File: config.mk
export PLATFORM = sky130hd
export DESIGN_NAME = hub_pins
export DESIGN_NICKNAME = d
export VERILOG_FILES = /design/src/logic/hub_pins_pkg.sv /design/src/logic/sync_if.sv /design/src/logic/hub_pins.sv /design/src/logic/pin_sync.sv
export SDC_FILE = /design/constraint.sdc
export NUM_CORES = 1
export LEC_CHECK = 0
export BUFFER_PORTS_ARGS = -buffer_cell sky130_fd_sc_hd__buf_2
export CAP_MARGIN = 20
export CORE_UTILIZATION = 25
export DETAILED_ROUTE_END_ITERATION = 10
export MAX_ROUTING_LAYER = met4
export PLACE_DENSITY = 0.46
export SLEW_MARGIN = 10
export SYNTH_ARGS = -nofsm -noshare
export SYNTH_HDL_FRONTEND = slang
export SYNTH_SLANG_ARGS = --single-unit
export TNS_END_PERCENT = 1
File: constraint.sdc
create_clock -name hclk -period 2.3 [get_ports hclk]
set_clock_uncertainty 0.1 [all_clocks]
set_input_delay 0.23 -clock hclk [delete_from_list [all_inputs] [get_ports hclk]]
set_output_delay 0.23 -clock hclk [all_outputs]
set_load 0.005 [all_outputs]
File: src/logic/hub_pins_pkg.sv
// Constants for the hub pin control block
package hub_pins_pkg;
  localparam int unsigned SYNC_W           = 7;
  localparam int unsigned IDX_VBUS         = 0;
  localparam int unsigned IDX_PORT0        = 1;
  localparam int unsigned IDX_STRAP        = 3;
  localparam int unsigned IDX_CLKEN        = 4;
  localparam int unsigned IDX_RST          = 5;
  localparam int unsigned IDX_XTAL         = 6;
  localparam int unsigned NPORTS           = 2;

  localparam logic [11:0] ADDR_CTRL        = 12'h000;
  localparam logic [11:0] ADDR_STATUS      = 12'h004;
  localparam logic [31:0] CTRL_RESET       = 32'h0000_0010;
  localparam int unsigned CTRL_POWER_ON    = 0;
  localparam int unsigned CTRL_SENSE_MODE  = 2;
  localparam int unsigned CTRL_CONNECT_OK  = 4;
  localparam int unsigned CTRL_CROSSOVER   = 5;
  localparam int unsigned CTRL_W           = 6;
  localparam int unsigned STAT_UP_POWER    = 0;
  localparam int unsigned STAT_OVERCURRENT = 1;
  localparam int unsigned STAT_CLKEN       = 3;
  localparam int unsigned STAT_STRAP       = 4;
  localparam int unsigned STAT_REF_ALIVE   = 5;

  localparam int unsigned HCLK_MHZ         = 100;
  localparam int unsigned REFOUT_MHZ       = 24;
  localparam int unsigned XTAL_MHZ         = 25;
  localparam logic [7:0]  ACC_MOD          = 8'(HCLK_MHZ);
  localparam logic [7:0]  ACC_STEP         = 8'(2 * REFOUT_MHZ);
  localparam int unsigned XTAL_PERIOD_CYC  = HCLK_MHZ / XTAL_MHZ;
  localparam logic [3:0]  XTAL_DEAD_CYC    = 4'(2 * XTAL_PERIOD_CYC);
endpackage

File: src/logic/sync_if.sv
// Raw pin levels and their synchronised copies
`timescale 1ns/10ps
interface sync_if;
  logic [hub_pins_pkg::SYNC_W-1:0] raw;
  logic [hub_pins_pkg::SYNC_W-1:0] sync;
  modport user    (output raw, input sync);
  modport syncer  (input raw, output sync);
endinterface

File: src/logic/hub_pins.sv
// Connect, port power, strap and reference clock pin control
//
// Our own choices: the register addresses and the AHB-Lite register port.
`timescale 1ns/10ps
module hub_pins (
  input  wire logic        hclk,
  input  wire logic        hresetn,
  input  wire logic        hsel,
  input  wire logic [31:0] haddr,
  input  wire logic [1:0]  htrans,
  input  wire logic        hwrite,
  input  wire logic [2:0]  hsize,
  input  wire logic [31:0] hwdata,
  input  wire logic        hready,
  output logic             hreadyout,
  output logic [31:0]      hrdata,
  output logic             hresp,
  input  wire logic        upstream_power_detect,
  output logic             upstream_dplus_pullup_en,
  input  wire logic        crossover_default_strap,
  output logic             crossover_enable,
  input  wire logic        refclk_out_enable,
  output logic             refclk_out,
  input  wire logic        port_a_power_ctl_in,
  output logic             port_a_power_ctl_out,
  output logic             port_a_power_ctl_oe,
  input  wire logic        port_b_power_ctl_in,
  output logic             port_b_power_ctl_out,
  output logic             port_b_power_ctl_oe,
  output logic             port_a_overcurrent,
  output logic             port_b_overcurrent,
  input  wire logic        crystal_in,
  output logic             crystal_out,
  input  wire logic        external_reset_low
);
  sync_if sif ();

  pin_sync u_sync (
    .hclk    (hclk),
    .hresetn (hresetn),
    .sif     (sif.syncer)
  );

  // Every outside level passes two flops first
  assign sif.raw = {crystal_in, external_reset_low, refclk_out_enable,
                    crossover_default_strap, port_b_power_ctl_in,
                    port_a_power_ctl_in, upstream_power_detect};

  logic                                vbus_s;
  logic [hub_pins_pkg::NPORTS-1:0]     port_pin_s;
  logic                                strap_s;
  logic                                clken_s;
  logic                                ext_rst_s;
  logic                                xtal_s;
  assign vbus_s     = sif.sync[hub_pins_pkg::IDX_VBUS];
  assign port_pin_s = sif.sync[hub_pins_pkg::IDX_PORT0 +: hub_pins_pkg::NPORTS];
  assign strap_s    = sif.sync[hub_pins_pkg::IDX_STRAP];
  assign clken_s    = sif.sync[hub_pins_pkg::IDX_CLKEN];
  assign ext_rst_s  = sif.sync[hub_pins_pkg::IDX_RST];
  assign xtal_s     = sif.sync[hub_pins_pkg::IDX_XTAL];

  logic [hub_pins_pkg::CTRL_W-1:0] ctrl_r,      ctrl_nxt;
  logic [hub_pins_pkg::NPORTS-1:0] oc_r,        oc_nxt;
  logic                            strap_done_r, strap_done_nxt;
  logic                            wr_pend_r,   wr_pend_nxt;
  logic                            rd_pend_r,   rd_pend_nxt;
  logic [11:0]                     addr_r,      addr_nxt;
  logic                            hreadyout_r, hreadyout_nxt;
  logic [31:0]                     hrdata_r,    hrdata_nxt;
  logic                            pullup_r,    pullup_nxt;
  logic [7:0]                      acc_r,       acc_nxt;
  logic                            refclk_r,    refclk_nxt;
  logic                            xtal_d_r,    xtal_d_nxt;
  logic [3:0]                      xtal_gap_r,  xtal_gap_nxt;
  logic                            alive_r,     alive_nxt;
  logic                            xout_r,      xout_nxt;
  logic [hub_pins_pkg::NPORTS-1:0] pin_oe_r,    pin_oe_nxt;
  logic [hub_pins_pkg::NPORTS-1:0] oc_out_r,    oc_out_nxt;

  logic [hub_pins_pkg::NPORTS-1:0] power_on;
  logic [hub_pins_pkg::NPORTS-1:0] sense_mode;
  logic [hub_pins_pkg::NPORTS-1:0] oc_event;
  logic [31:0]                     status_word;
  logic [8:0]                      acc_sum;
  assign power_on   = ctrl_r[hub_pins_pkg::CTRL_POWER_ON +: hub_pins_pkg::NPORTS];
  assign sense_mode = ctrl_r[hub_pins_pkg::CTRL_SENSE_MODE +: hub_pins_pkg::NPORTS];

  // Per-port pin handling
  genvar p;
  generate
    for (p = 0; p < hub_pins_pkg::NPORTS; p++) begin : g_port
      // Input mode samples the monitor; low is overcurrent
      assign oc_event[p]   = sense_mode[p] & ~port_pin_s[p];
      // Output mode: release for power on, pull low for power off
      assign pin_oe_nxt[p] = ~sense_mode[p] & ~power_on[p];
    end
  endgenerate

  always_comb begin
    status_word = 32'h0000_0000;
    status_word[hub_pins_pkg::STAT_UP_POWER]  = vbus_s;
    status_word[hub_pins_pkg::STAT_OVERCURRENT +: hub_pins_pkg::NPORTS] = oc_r;
    status_word[hub_pins_pkg::STAT_CLKEN]     = clken_s;
    status_word[hub_pins_pkg::STAT_STRAP]     = strap_s;
    status_word[hub_pins_pkg::STAT_REF_ALIVE] = alive_r;
  end

  assign acc_sum = {1'b0, acc_r} + {1'b0, hub_pins_pkg::ACC_STEP};

  always_comb begin
    ctrl_nxt       = ctrl_r;
    oc_nxt         = oc_r;
    strap_done_nxt = strap_done_r;
    wr_pend_nxt    = 1'b0;
    rd_pend_nxt    = 1'b0;
    addr_nxt       = addr_r;
    hreadyout_nxt  = 1'b1;
    hrdata_nxt     = hrdata_r;
    // Bus write lands at the end of its data phase
    if (wr_pend_r) begin
      if (addr_r == hub_pins_pkg::ADDR_CTRL) begin
        ctrl_nxt = hwdata[hub_pins_pkg::CTRL_W-1:0];
      end else if (addr_r == hub_pins_pkg::ADDR_STATUS) begin
        oc_nxt = oc_r & ~hwdata[hub_pins_pkg::STAT_OVERCURRENT +: hub_pins_pkg::NPORTS];
      end
    end
    // Read data formed one cycle after the address phase
    if (rd_pend_r) begin
      if (addr_r == hub_pins_pkg::ADDR_CTRL) begin
        hrdata_nxt = {{(32 - hub_pins_pkg::CTRL_W){1'b0}}, ctrl_r};
      end else if (addr_r == hub_pins_pkg::ADDR_STATUS) begin
        hrdata_nxt = status_word;
      end else begin
        hrdata_nxt = 32'h0000_0000;
      end
    end
    if (hsel && hready && htrans[1]) begin
      addr_nxt      = haddr[11:0];
      wr_pend_nxt   = hwrite;
      rd_pend_nxt   = ~hwrite;
      hreadyout_nxt = hwrite;
    end
    // Sticky overcurrent: a new event wins over a clear
    oc_nxt = oc_nxt | oc_event;
    // Strap taken once after reset release
    if (!strap_done_r) begin
      ctrl_nxt[hub_pins_pkg::CTRL_CROSSOVER] = strap_s;
      strap_done_nxt = 1'b1;
    end
    pullup_nxt = vbus_s & ctrl_nxt[hub_pins_pkg::CTRL_CONNECT_OK];
    // Fractional accumulator averages 24 MHz from the core clock
    acc_nxt    = acc_r;
    refclk_nxt = 1'b0;
    if (clken_s) begin
      refclk_nxt = refclk_r;
      if (acc_sum >= {1'b0, hub_pins_pkg::ACC_MOD}) begin
        acc_nxt    = 8'(acc_sum - {1'b0, hub_pins_pkg::ACC_MOD});
        refclk_nxt = ~refclk_r;
      end else begin
        acc_nxt = acc_sum[7:0];
      end
    end else begin
      acc_nxt = 8'h00;
    end
    // Reference activity watch on the 25 MHz input
    xtal_d_nxt   = xtal_s;
    xout_nxt     = ~xtal_s;
    xtal_gap_nxt = xtal_gap_r;
    if (xtal_s && !xtal_d_r) begin
      xtal_gap_nxt = 4'h0;
    end else if (xtal_gap_r != hub_pins_pkg::XTAL_DEAD_CYC) begin
      xtal_gap_nxt = xtal_gap_r + 4'h1;
    end
    alive_nxt  = (xtal_gap_nxt != hub_pins_pkg::XTAL_DEAD_CYC);
    oc_out_nxt = oc_nxt;
    // External reset pin returns all control state to reset
    if (!ext_rst_s) begin
      ctrl_nxt       = hub_pins_pkg::CTRL_RESET[hub_pins_pkg::CTRL_W-1:0];
      oc_nxt         = '0;
      oc_out_nxt     = '0;
      strap_done_nxt = 1'b0;
      pullup_nxt     = 1'b0;
      acc_nxt        = 8'h00;
      refclk_nxt     = 1'b0;
    end
  end

  always_ff @(posedge hclk or negedge hresetn) begin
    if (!hresetn) begin
      ctrl_r       <= hub_pins_pkg::CTRL_RESET[hub_pins_pkg::CTRL_W-1:0];
      oc_r         <= '0;
      strap_done_r <= 1'b0;
      wr_pend_r    <= 1'b0;
      rd_pend_r    <= 1'b0;
      addr_r       <= 12'h000;
      hreadyout_r  <= 1'b1;
      hrdata_r     <= 32'h0000_0000;
      pullup_r     <= 1'b0;
      acc_r        <= 8'h00;
      refclk_r     <= 1'b0;
      xtal_d_r     <= 1'b0;
      xtal_gap_r   <= hub_pins_pkg::XTAL_DEAD_CYC;
      alive_r      <= 1'b0;
      xout_r       <= 1'b0;
      pin_oe_r     <= '0;
      oc_out_r     <= '0;
    end else begin
      ctrl_r       <= ctrl_nxt;
      oc_r         <= oc_nxt;
      strap_done_r <= strap_done_nxt;
      wr_pend_r    <= wr_pend_nxt;
      rd_pend_r    <= rd_pend_nxt;
      addr_r       <= addr_nxt;
      hreadyout_r  <= hreadyout_nxt;
      hrdata_r     <= hrdata_nxt;
      pullup_r     <= pullup_nxt;
      acc_r        <= acc_nxt;
      refclk_r     <= refclk_nxt;
      xtal_d_r     <= xtal_d_nxt;
      xtal_gap_r   <= xtal_gap_nxt;
      alive_r      <= alive_nxt;
      xout_r       <= xout_nxt;
      pin_oe_r     <= pin_oe_nxt;
      oc_out_r     <= oc_out_nxt;
    end
  end

  // Open-drain data is a constant low flop; only the enable moves
  logic zero_r;
  always_ff @(posedge hclk or negedge hresetn) begin
    if (!hresetn) begin
      zero_r <= 1'b0;
    end else begin
      zero_r <= 1'b0;
    end
  end

  assign hreadyout                = hreadyout_r;
  assign hrdata                   = hrdata_r;
  assign hresp                    = zero_r;
  assign upstream_dplus_pullup_en = pullup_r;
  assign crossover_enable         = ctrl_r[hub_pins_pkg::CTRL_CROSSOVER];
  assign refclk_out               = refclk_r;
  assign port_a_power_ctl_out     = zero_r;
  assign port_b_power_ctl_out     = zero_r;
  assign port_a_power_ctl_oe      = pin_oe_r[0];
  assign port_b_power_ctl_oe      = pin_oe_r[1];
  assign port_a_overcurrent       = oc_out_r[0];
  assign port_b_overcurrent       = oc_out_r[1];
  assign crystal_out              = xout_r;
endmodule // hub_pins

File: src/logic/pin_sync.sv
// Two-flop synchroniser bank for pin inputs
`timescale 1ns/10ps
module pin_sync (
  input  wire logic   hclk,
  input  wire logic   hresetn,
  sync_if.syncer      sif
);
  logic [hub_pins_pkg::SYNC_W-1:0] meta_r;
  logic [hub_pins_pkg::SYNC_W-1:0] sync_r;

  genvar i;
  generate
    for (i = 0; i < hub_pins_pkg::SYNC_W; i++) begin : g_bit
      always_ff @(posedge hclk or negedge hresetn) begin
        if (!hresetn) begin
          meta_r[i] <= 1'b0;
          sync_r[i] <= 1'b0;
        end else begin
          meta_r[i] <= sif.raw[i];
          sync_r[i] <= meta_r[i];
        end
      end
    end
  endgenerate

  assign sif.sync = sync_r;
endmodule // pin_sync

==> run_results.csv, run 1 <==
group,metric,value,unit
global_route,grt_pass1_wl,9110,um
critical_path,crit_type,"register to register",
final_layout,antenna_cells,0,
floorplan,core,10500,sq um
final_layout,n_fill_cell,1066,
sta,fmax,0.485,GHz
detailed_routing,wl,5300,um
power_and_ir_drop,ir_drop,0.000342,V
final_layout,nNetsFinal,392,
detailed_routing,first_pass_iters,4,
cts,htree_levels,3,
logic_synthesis,synth_ff_type,"dfrtp_1",
sta,grt_setup_unrepaired,"no",
logic_synthesis,seq_area_frac_synth,55.5,%
cts,numCtsBuffers,9,
sta,tns,0,ns
cts,clkTransAtPathRegs,0.07,ns
cts,clock_sinks,61,
critical_path,critPathBufInv,1,
detailed_routing,drt_iter0_drc,56,
cts,root_buffer,"clkbuf_8",
logic_synthesis,syn_avg_cell_area,11.6,sq um
global_route,grt_max_degree,62,
sta,relSlewSlack,55.8,%
logic_synthesis,yosys.area.top_type,"dfrtp_1",
detailed_routing,drc,0,
logic_synthesis,synthArstFlopShare,100,%
floorplan,die_w,107,um
critical_path,r2r_slack,0.24,ns
floorplan,rows,37,
sta,slew_violations,0,
detailed_routing,vias,1842,
power_and_ir_drop,cellPowerDensity,915,nW/um^2
logic_synthesis,yosysTopAreaCellShare,52.7,%
final_layout,multi_input_comb_area,1030,sq um
final_layout,area_delta_synth_final,23.0,%
cts,postCtsSetupBuffers,0,
logic_synthesis,mappedNetlistArea,2760,sq um
place,globalplace.congestion,0.796,
global_route,grt_pass1_vias,1794,
logic_synthesis,synth-seq-cells,61,
global_route,overflow,0,
logic_synthesis,synthDistinctLibCells,39,
logic_synthesis,synthCells,238,
logic_synthesis,synth.area.top_cells,"dfrtp_1, buf_4, mux2_2, mux2i_1, ha_1",
critical_path,cpPeakStageDelay,0.47,ns
floorplan,dieHeight,107,um
cts,clkLatencyLatePin,0.34,ns
sta,finalSetupViolations,0,
place,dpl.hpwl,3720,um
power_and_ir_drop,leakage,1.57,nW
run,cap_violations,0,
detailed_routing,via_per_inst,4.14,
cts,ctsResizeCount,0,
power_and_ir_drop,power,3.10,mW
floorplan,die-area,11400,sq um
worst_hold_path,hold_path.class,"input pin to register",
logic_synthesis,synth_edf_count,0,
sta,fin_crit_sh,89.7,%
sta,finalHoldViolations,0,
critical_path,crit_family,"simple AND/OR/NAND/NOR gates",
critical_path,crit_path_end_kind,"register",
cts,cts_tree,"yes",
status,outcome,"finished clean",
floorplan,ios,125,
detailed_routing,wire_per_inst,11.9,um
critical_path,slowest_stage,"or4_1",
sta,fin_hold_ws,0.0221,ns
floorplan,start_util,26.2,%
cts,ctsHoldBuffers,9,
global_route,antenna_found_initial,0,
sta,worst_pin_slew,0.661,ns
critical_path,crit_fanout,7,
final_layout,regArea,1530,sq um
final_layout,drive_gt1_share,28.8,%
critical_path,worstPathRequired,2.47,ns
critical_path,worstPathArrival,2.23,ns
cts,cts.path.max_buffers,2,
critical_path,path_cells,"inv_1, ha_1, xnor2_1, a31oi_1, or4_1, nand4_1",
place,io_buffers,45,
critical_path,start_kind,"register",
logic_synthesis,yosysWarnings,0,
global_route,grt.total_usage,10.9,%
sta,fin_crit,2.06,ns
detailed_routing,drt.antenna.violating_nets,0,
## registers in the layout, summed over array words and instances (netlist names)
| register | count |
|---|---|
| xtal_gap_r | 4 |
| acc_r | 6 |
| addr_r | 12 |
| oc_out_r | 2 |
| refclk_out | 1 |
| rd_pend_r | 1 |
| upstream_dplus_pullup_en | 1 |
| pin_oe_r | 2 |
| strap_done_r | 1 |
| crystal_out | 1 |
| xtal_d_r | 1 |
| hrdata | 6 |
| alive_r | 1 |
| ctrl_r | 6 |
| u_sync.sif.sync | 7 |
| hreadyout | 1 |
| u_sync.meta_r | 7 |
| wr_pend_r | 1 |
## stage by stage
step / instance area (sq um) / setup WS (ns) / std cells / util [%]
5_1_grt: 3390 / 0.00574 / 445 / 32.3
3_5_place_dp: 3090 / 0.248 / 420 / 29.4
6_report: 3390 / 0.236 / 445 / 32.3
3_3_place_gp: 3090 / 0.297 / 420 / 29.4
4_1_cts: 3390 / 0.221 / 445 / 32.3
2_1_floorplan: 2860 / 0.349 / 266 / -
## logic make-up (layout without fill, tap and decap cells)
group	Yosys count	after routing	synth area share [%]
AOI/OAI and AO/OA	26	26	5.99
other	1	29	0.136
muxes	23	23	8.90
DFF	61	61	55.5
buffers and inverters	51	94	10.9
and+or+nand+nor	63	63	13.5
adders and majority gates	7	7	3.18
xor gates and xnor gates	6	6	1.91
## area by class of cell
cell class | instances | share of cell area, %
clock buffer | 9 | 3.65
clock inverter | 7 | 2.66
inverter | 17 | 1.88
multi-input combinational | 154 | 30.4
sequential | 61 | 45.1
tap | 136 | 5.02
timing repair buffer | 61 | 11.2
## cell usage after synthesis (2+ instances only)
cell type / number
dfrtp_1: 58
buf_4: 29
inv_1: 17
mux2_2: 12
nor2_1: 12
mux2i_1: 11
nand3_1: 9
ha_1: 7
nand2_1: 7
o21ai_0: 7
o22ai_1: 6
clkbuf_1: 5
nor2b_1: 5
nand2b_1: 4
nand4_1: 4
nor3_1: 4
a21oi_1: 3
dfstp_2: 3
nor3b_1: 3
xnor2_1: 3
xor2_1: 3
a21boi_0: 2
a22oi_1: 2
a31oi_1: 2
nand3b_1: 2
nor4_1: 2
or3_1: 2
or4_1: 2
or4_4: 2
## worst register-to-register path, stage by stage (launching register included)
cell     delay [ns]
dfrtp_1        0.35
inv_1          0.08
ha_1           0.24
xnor2_1        0.35
a31oi_1        0.30
or4_1          0.47
nand4_1        0.11
## report_power, final
group / leakage (nW) / internal, mW / total, mW / switching [mW]
Sequential: 0.751 / 1.22 / 1.31 / 0.0952
Clock: 0.105 / 0.603 / 1.03 / 0.428
Combinational: 0.711 / 0.346 / 0.758 / 0.413
Total: 1.57 / 2.17 / 3.10 / 0.936
## placed cells by master (no fill, tap or decap), drive strengths merged, types with 9 or more instances in the layout
cell type | Yosys | routed
buf | 29 | 52
clkbuf | 5 | 9
conb | 1 | 29
dfrtp | 58 | 58
dlygate4sd3 | 0 | 9
inv | 17 | 17
mux2 | 12 | 12
mux2i | 11 | 11
nand3 | 9 | 9
nor2 | 12 | 12
## path summary, 6_finish.rpt
path                                  start                 end  depth (start not counted)
setup / recovery                   acc_r[4]            acc_r[6]                          6
hold / removal                     haddr[4]           addr_r[4]                          2
setup reg to reg                   acc_r[4]            acc_r[6]                          6
hold reg to reg            u_sync.meta_r[6]  u_sync.sif.sync[6]                          0
max in group asynchronous           hresetn       xtal_gap_r[3]                          3
min in group asynchronous           hresetn          addr_r[10]                          3
## per-layer routing
| metal | global-route usage [%] | share of wire (%) | up-vias |
|---|---|---|---|
| met5 | - | 0 | - |
| met3 | 2.55 | 2.9 | 7 |
| met1 | 13.7 | 48 | 883 |
| met4 | 5.58 | 1.6 | 0 |
| met2 | 16.2 | 48 | 61 |
| li1 | - | - | 891 |
Power figures use the tool's default switching activity.
==> inputs of run 2 (changes only) <==
--- a/config.mk
+++ b/config.mk
@@ -11,6 +11,7 @@
 export DETAILED_ROUTE_END_ITERATION = 10
 export MAX_ROUTING_LAYER = met4
 export PLACE_DENSITY = 0.46
+export RECOVER_POWER = 50
 export SLEW_MARGIN = 10
 export SYNTH_ARGS = -nofsm -noshare
 export SYNTH_HDL_FRONTEND = slang
==> run 2 against run 1 <==
The flow now finishes with violations (max-capacitance violations). Global-route usage unchanged. Maximum frequency decreased by 0.26%. Non-clock buffer count unchanged. Cell count unchanged. Clock power about the same. Register-to-register slack about the same. Clock-buffer cell count unchanged. Worst setup slack got worse by 0.0053 ns. Worst hold slack about the same. Critical path type unchanged. Highest routed layer unchanged.
==> run_results.csv, run 2 (synthesis results as in run 1) <==
group,metric,value,unit
power_and_ir_drop,swShare,30.3,%
sta,fin_crit,2.07,ns
sta,fin_hold_ws,0.0223,ns
power_and_ir_drop,leakage,1.56,nW
cts,cts_tree,"yes",
final_layout,nNetsFinal,392,
sta,fmax,0.483,GHz
place,placed_cell_area,3090,sq um
cts,numCtsBuffers,9,
critical_path,crit_type,"register to register",
worst_hold_path,hold_path.class,"input pin to register",
cts,clkTransAtPathRegs,0.07,ns
floorplan,rows,37,
cts,cts.path.max_buffers,2,
global_route,grt_pass1_vias,1794,
floorplan,dieHeight,107,um
final_layout,final_cell_area,3370,sq um
final_layout,largest_register_ffs,12,
detailed_routing,drt.antenna.violating_nets,0,
place,io_buffers,45,
final_layout,area_delta_synth_final,22.3,%
critical_path,crit_path_end_kind,"register",
critical_path,r2r_slack,0.23,ns
place,globalplace.congestion,0.796,
sta,finalSetupViolations,0,
critical_path,worstPathRequired,2.47,ns
detailed_routing,via_per_inst,4.14,
status,outcome,"complete, but fails checks",
detailed_routing,wire_per_inst,12.0,um
global_route,grt.total_usage,10.9,%
final_layout,n_fill_cell,1070,
final_layout,mostFrequentLayoutCells,"dfrtp_1, buf_2, conb_1",
cts,root_buffer,"clkbuf_8",
critical_path,rr_worst_depth,6,
power_and_ir_drop,comb_power_share,24.4,%
critical_path,start_kind,"register",
power_and_ir_drop,seqPwrFrac,42.3,%
final_layout,regMostFlops,"addr_r",
run,cap_violations,1,
cts,clock_sinks,61,
sta,tns,0,ns
floorplan,die-area,11400,sq um
floorplan,die_w,107,um
place,preCtsSetupSlack,0.248,ns
cts,htree_levels,3,
final_layout,drive_gt1_share,28.5,%
power_and_ir_drop,p_int,2.16,mW
global_route,antenna_found_initial,0,
detailed_routing,drt_iter0_drc,66,
final_layout,postLayoutCoreUtil,32.1,%
detailed_routing,first_pass_iters,4,
floorplan,start_util,26.2,%
sta,finalWorstSetupSlack,0.231,ns
power_and_ir_drop,p_switching,0.938,mW
status,violations,"max-capacitance violations",
final_layout,layoutNonFillerInstCount,445,
cts,postCtsSetupBuffers,0,
detailed_routing,vias,1843,
sta,fin_crit_sh,89.9,%
critical_path,worstPathArrival,2.23,ns
place,dpl.hpwl,3720,um
final_layout,layout_commonest_cell,"dfrtp_1",
detailed_routing,drc,0,
floorplan,core,10500,sq um
critical_path,r2r-end,"acc_r[6]",
power_and_ir_drop,cellPowerDensity,920,nW/um^2
critical_path,critPathLaunch,"acc_r[4]",
power_and_ir_drop,power,3.10,mW
power_and_ir_drop,ir_drop,0.000343,V
global_route,overflow,0,
floorplan,ios,125,
sta,slew_violations,0,
final_layout,antenna_cells,0,
sta,relSlewSlack,0.692,%
global_route,grt_pass1_wl,9110,um
sta,worst_pin_slew,1.49,ns
place,dp_cells,420,
global_route,grt_max_degree,62,
critical_path,crit_fanout,7,
cts,clkLatencyLatePin,0.34,ns
detailed_routing,wl,5320,um
critical_path,cp-endpoint,"acc_r[6]",
sta,finalHoldViolations,0,
power_and_ir_drop,p_clk_share,33.3,%
sta,grt_setup_unrepaired,"no",
critical_path,r2r_start,"acc_r[4]",
## run 2: area by class of cell
cell class | count | area [sq um] | share of cell area (%)
Sequential cell | 61 | 1530 | 45.4
Multi-Input combinational cell | 154 | 1030 | 30.6
Timing Repair Buffer | 61 | 362 | 10.7
Tap cell | 136 | 170 | 5.05
Clock buffer | 9 | 124 | 3.67
Clock inverter | 7 | 90.1 | 2.67
Inverter | 17 | 63.8 | 1.89
## run 2: what timing repair did
action,in CTS,in global routing
hold buffers,9,0
endpoints found under the hold margin,66,0
resized for setup,0,0
## run 2: critical path, stage by stage (launching register included)
cell,delay (ns)
dfrtp_1,0.35
inv_1,0.08
ha_1,0.24
xnor2_1,0.35
a31oi_1,0.30
or4_1,0.48
nand4_1,0.11
## run 2: layer usage
metal	wire length, um	share of wire (%)	up-vias	GRT usage, %
li1	-	-	893	-
met5	0	0	-	-
met2	2520	47	57	16.2
met3	137	2.6	7	2.55
met4	85	1.6	0	5.58
met1	2580	48	886	13.7
## run 2: worst min path at each step
stage / start / slack (ns) / cells past startpoint / endpoint
floorplan: hresetn / -0.17 / 0 / acc_r[2]
global placement: hresetn / 0.17 / 2 / addr_r[10]
detailed placement: hresetn / 0.17 / 2 / addr_r[10]
CTS: haddr[4] / 0.003 / 2 / addr_r[4]
global route: haddr[4] / 0.005 / 2 / addr_r[4]
finish: haddr[4] / 0.02 / 2 / addr_r[4]
## run 2: power by group through the flow
stage                     combinational, mW  sequential [mW]  clock (mW)
after floorplan                       0.563             1.31           0
after CTS                             0.769             1.31        1.07
final                                 0.757             1.31        1.03
after detailed placement              0.752             1.33           0
after global routing                  0.854             1.33        1.12
after global placement                0.748             1.33           0
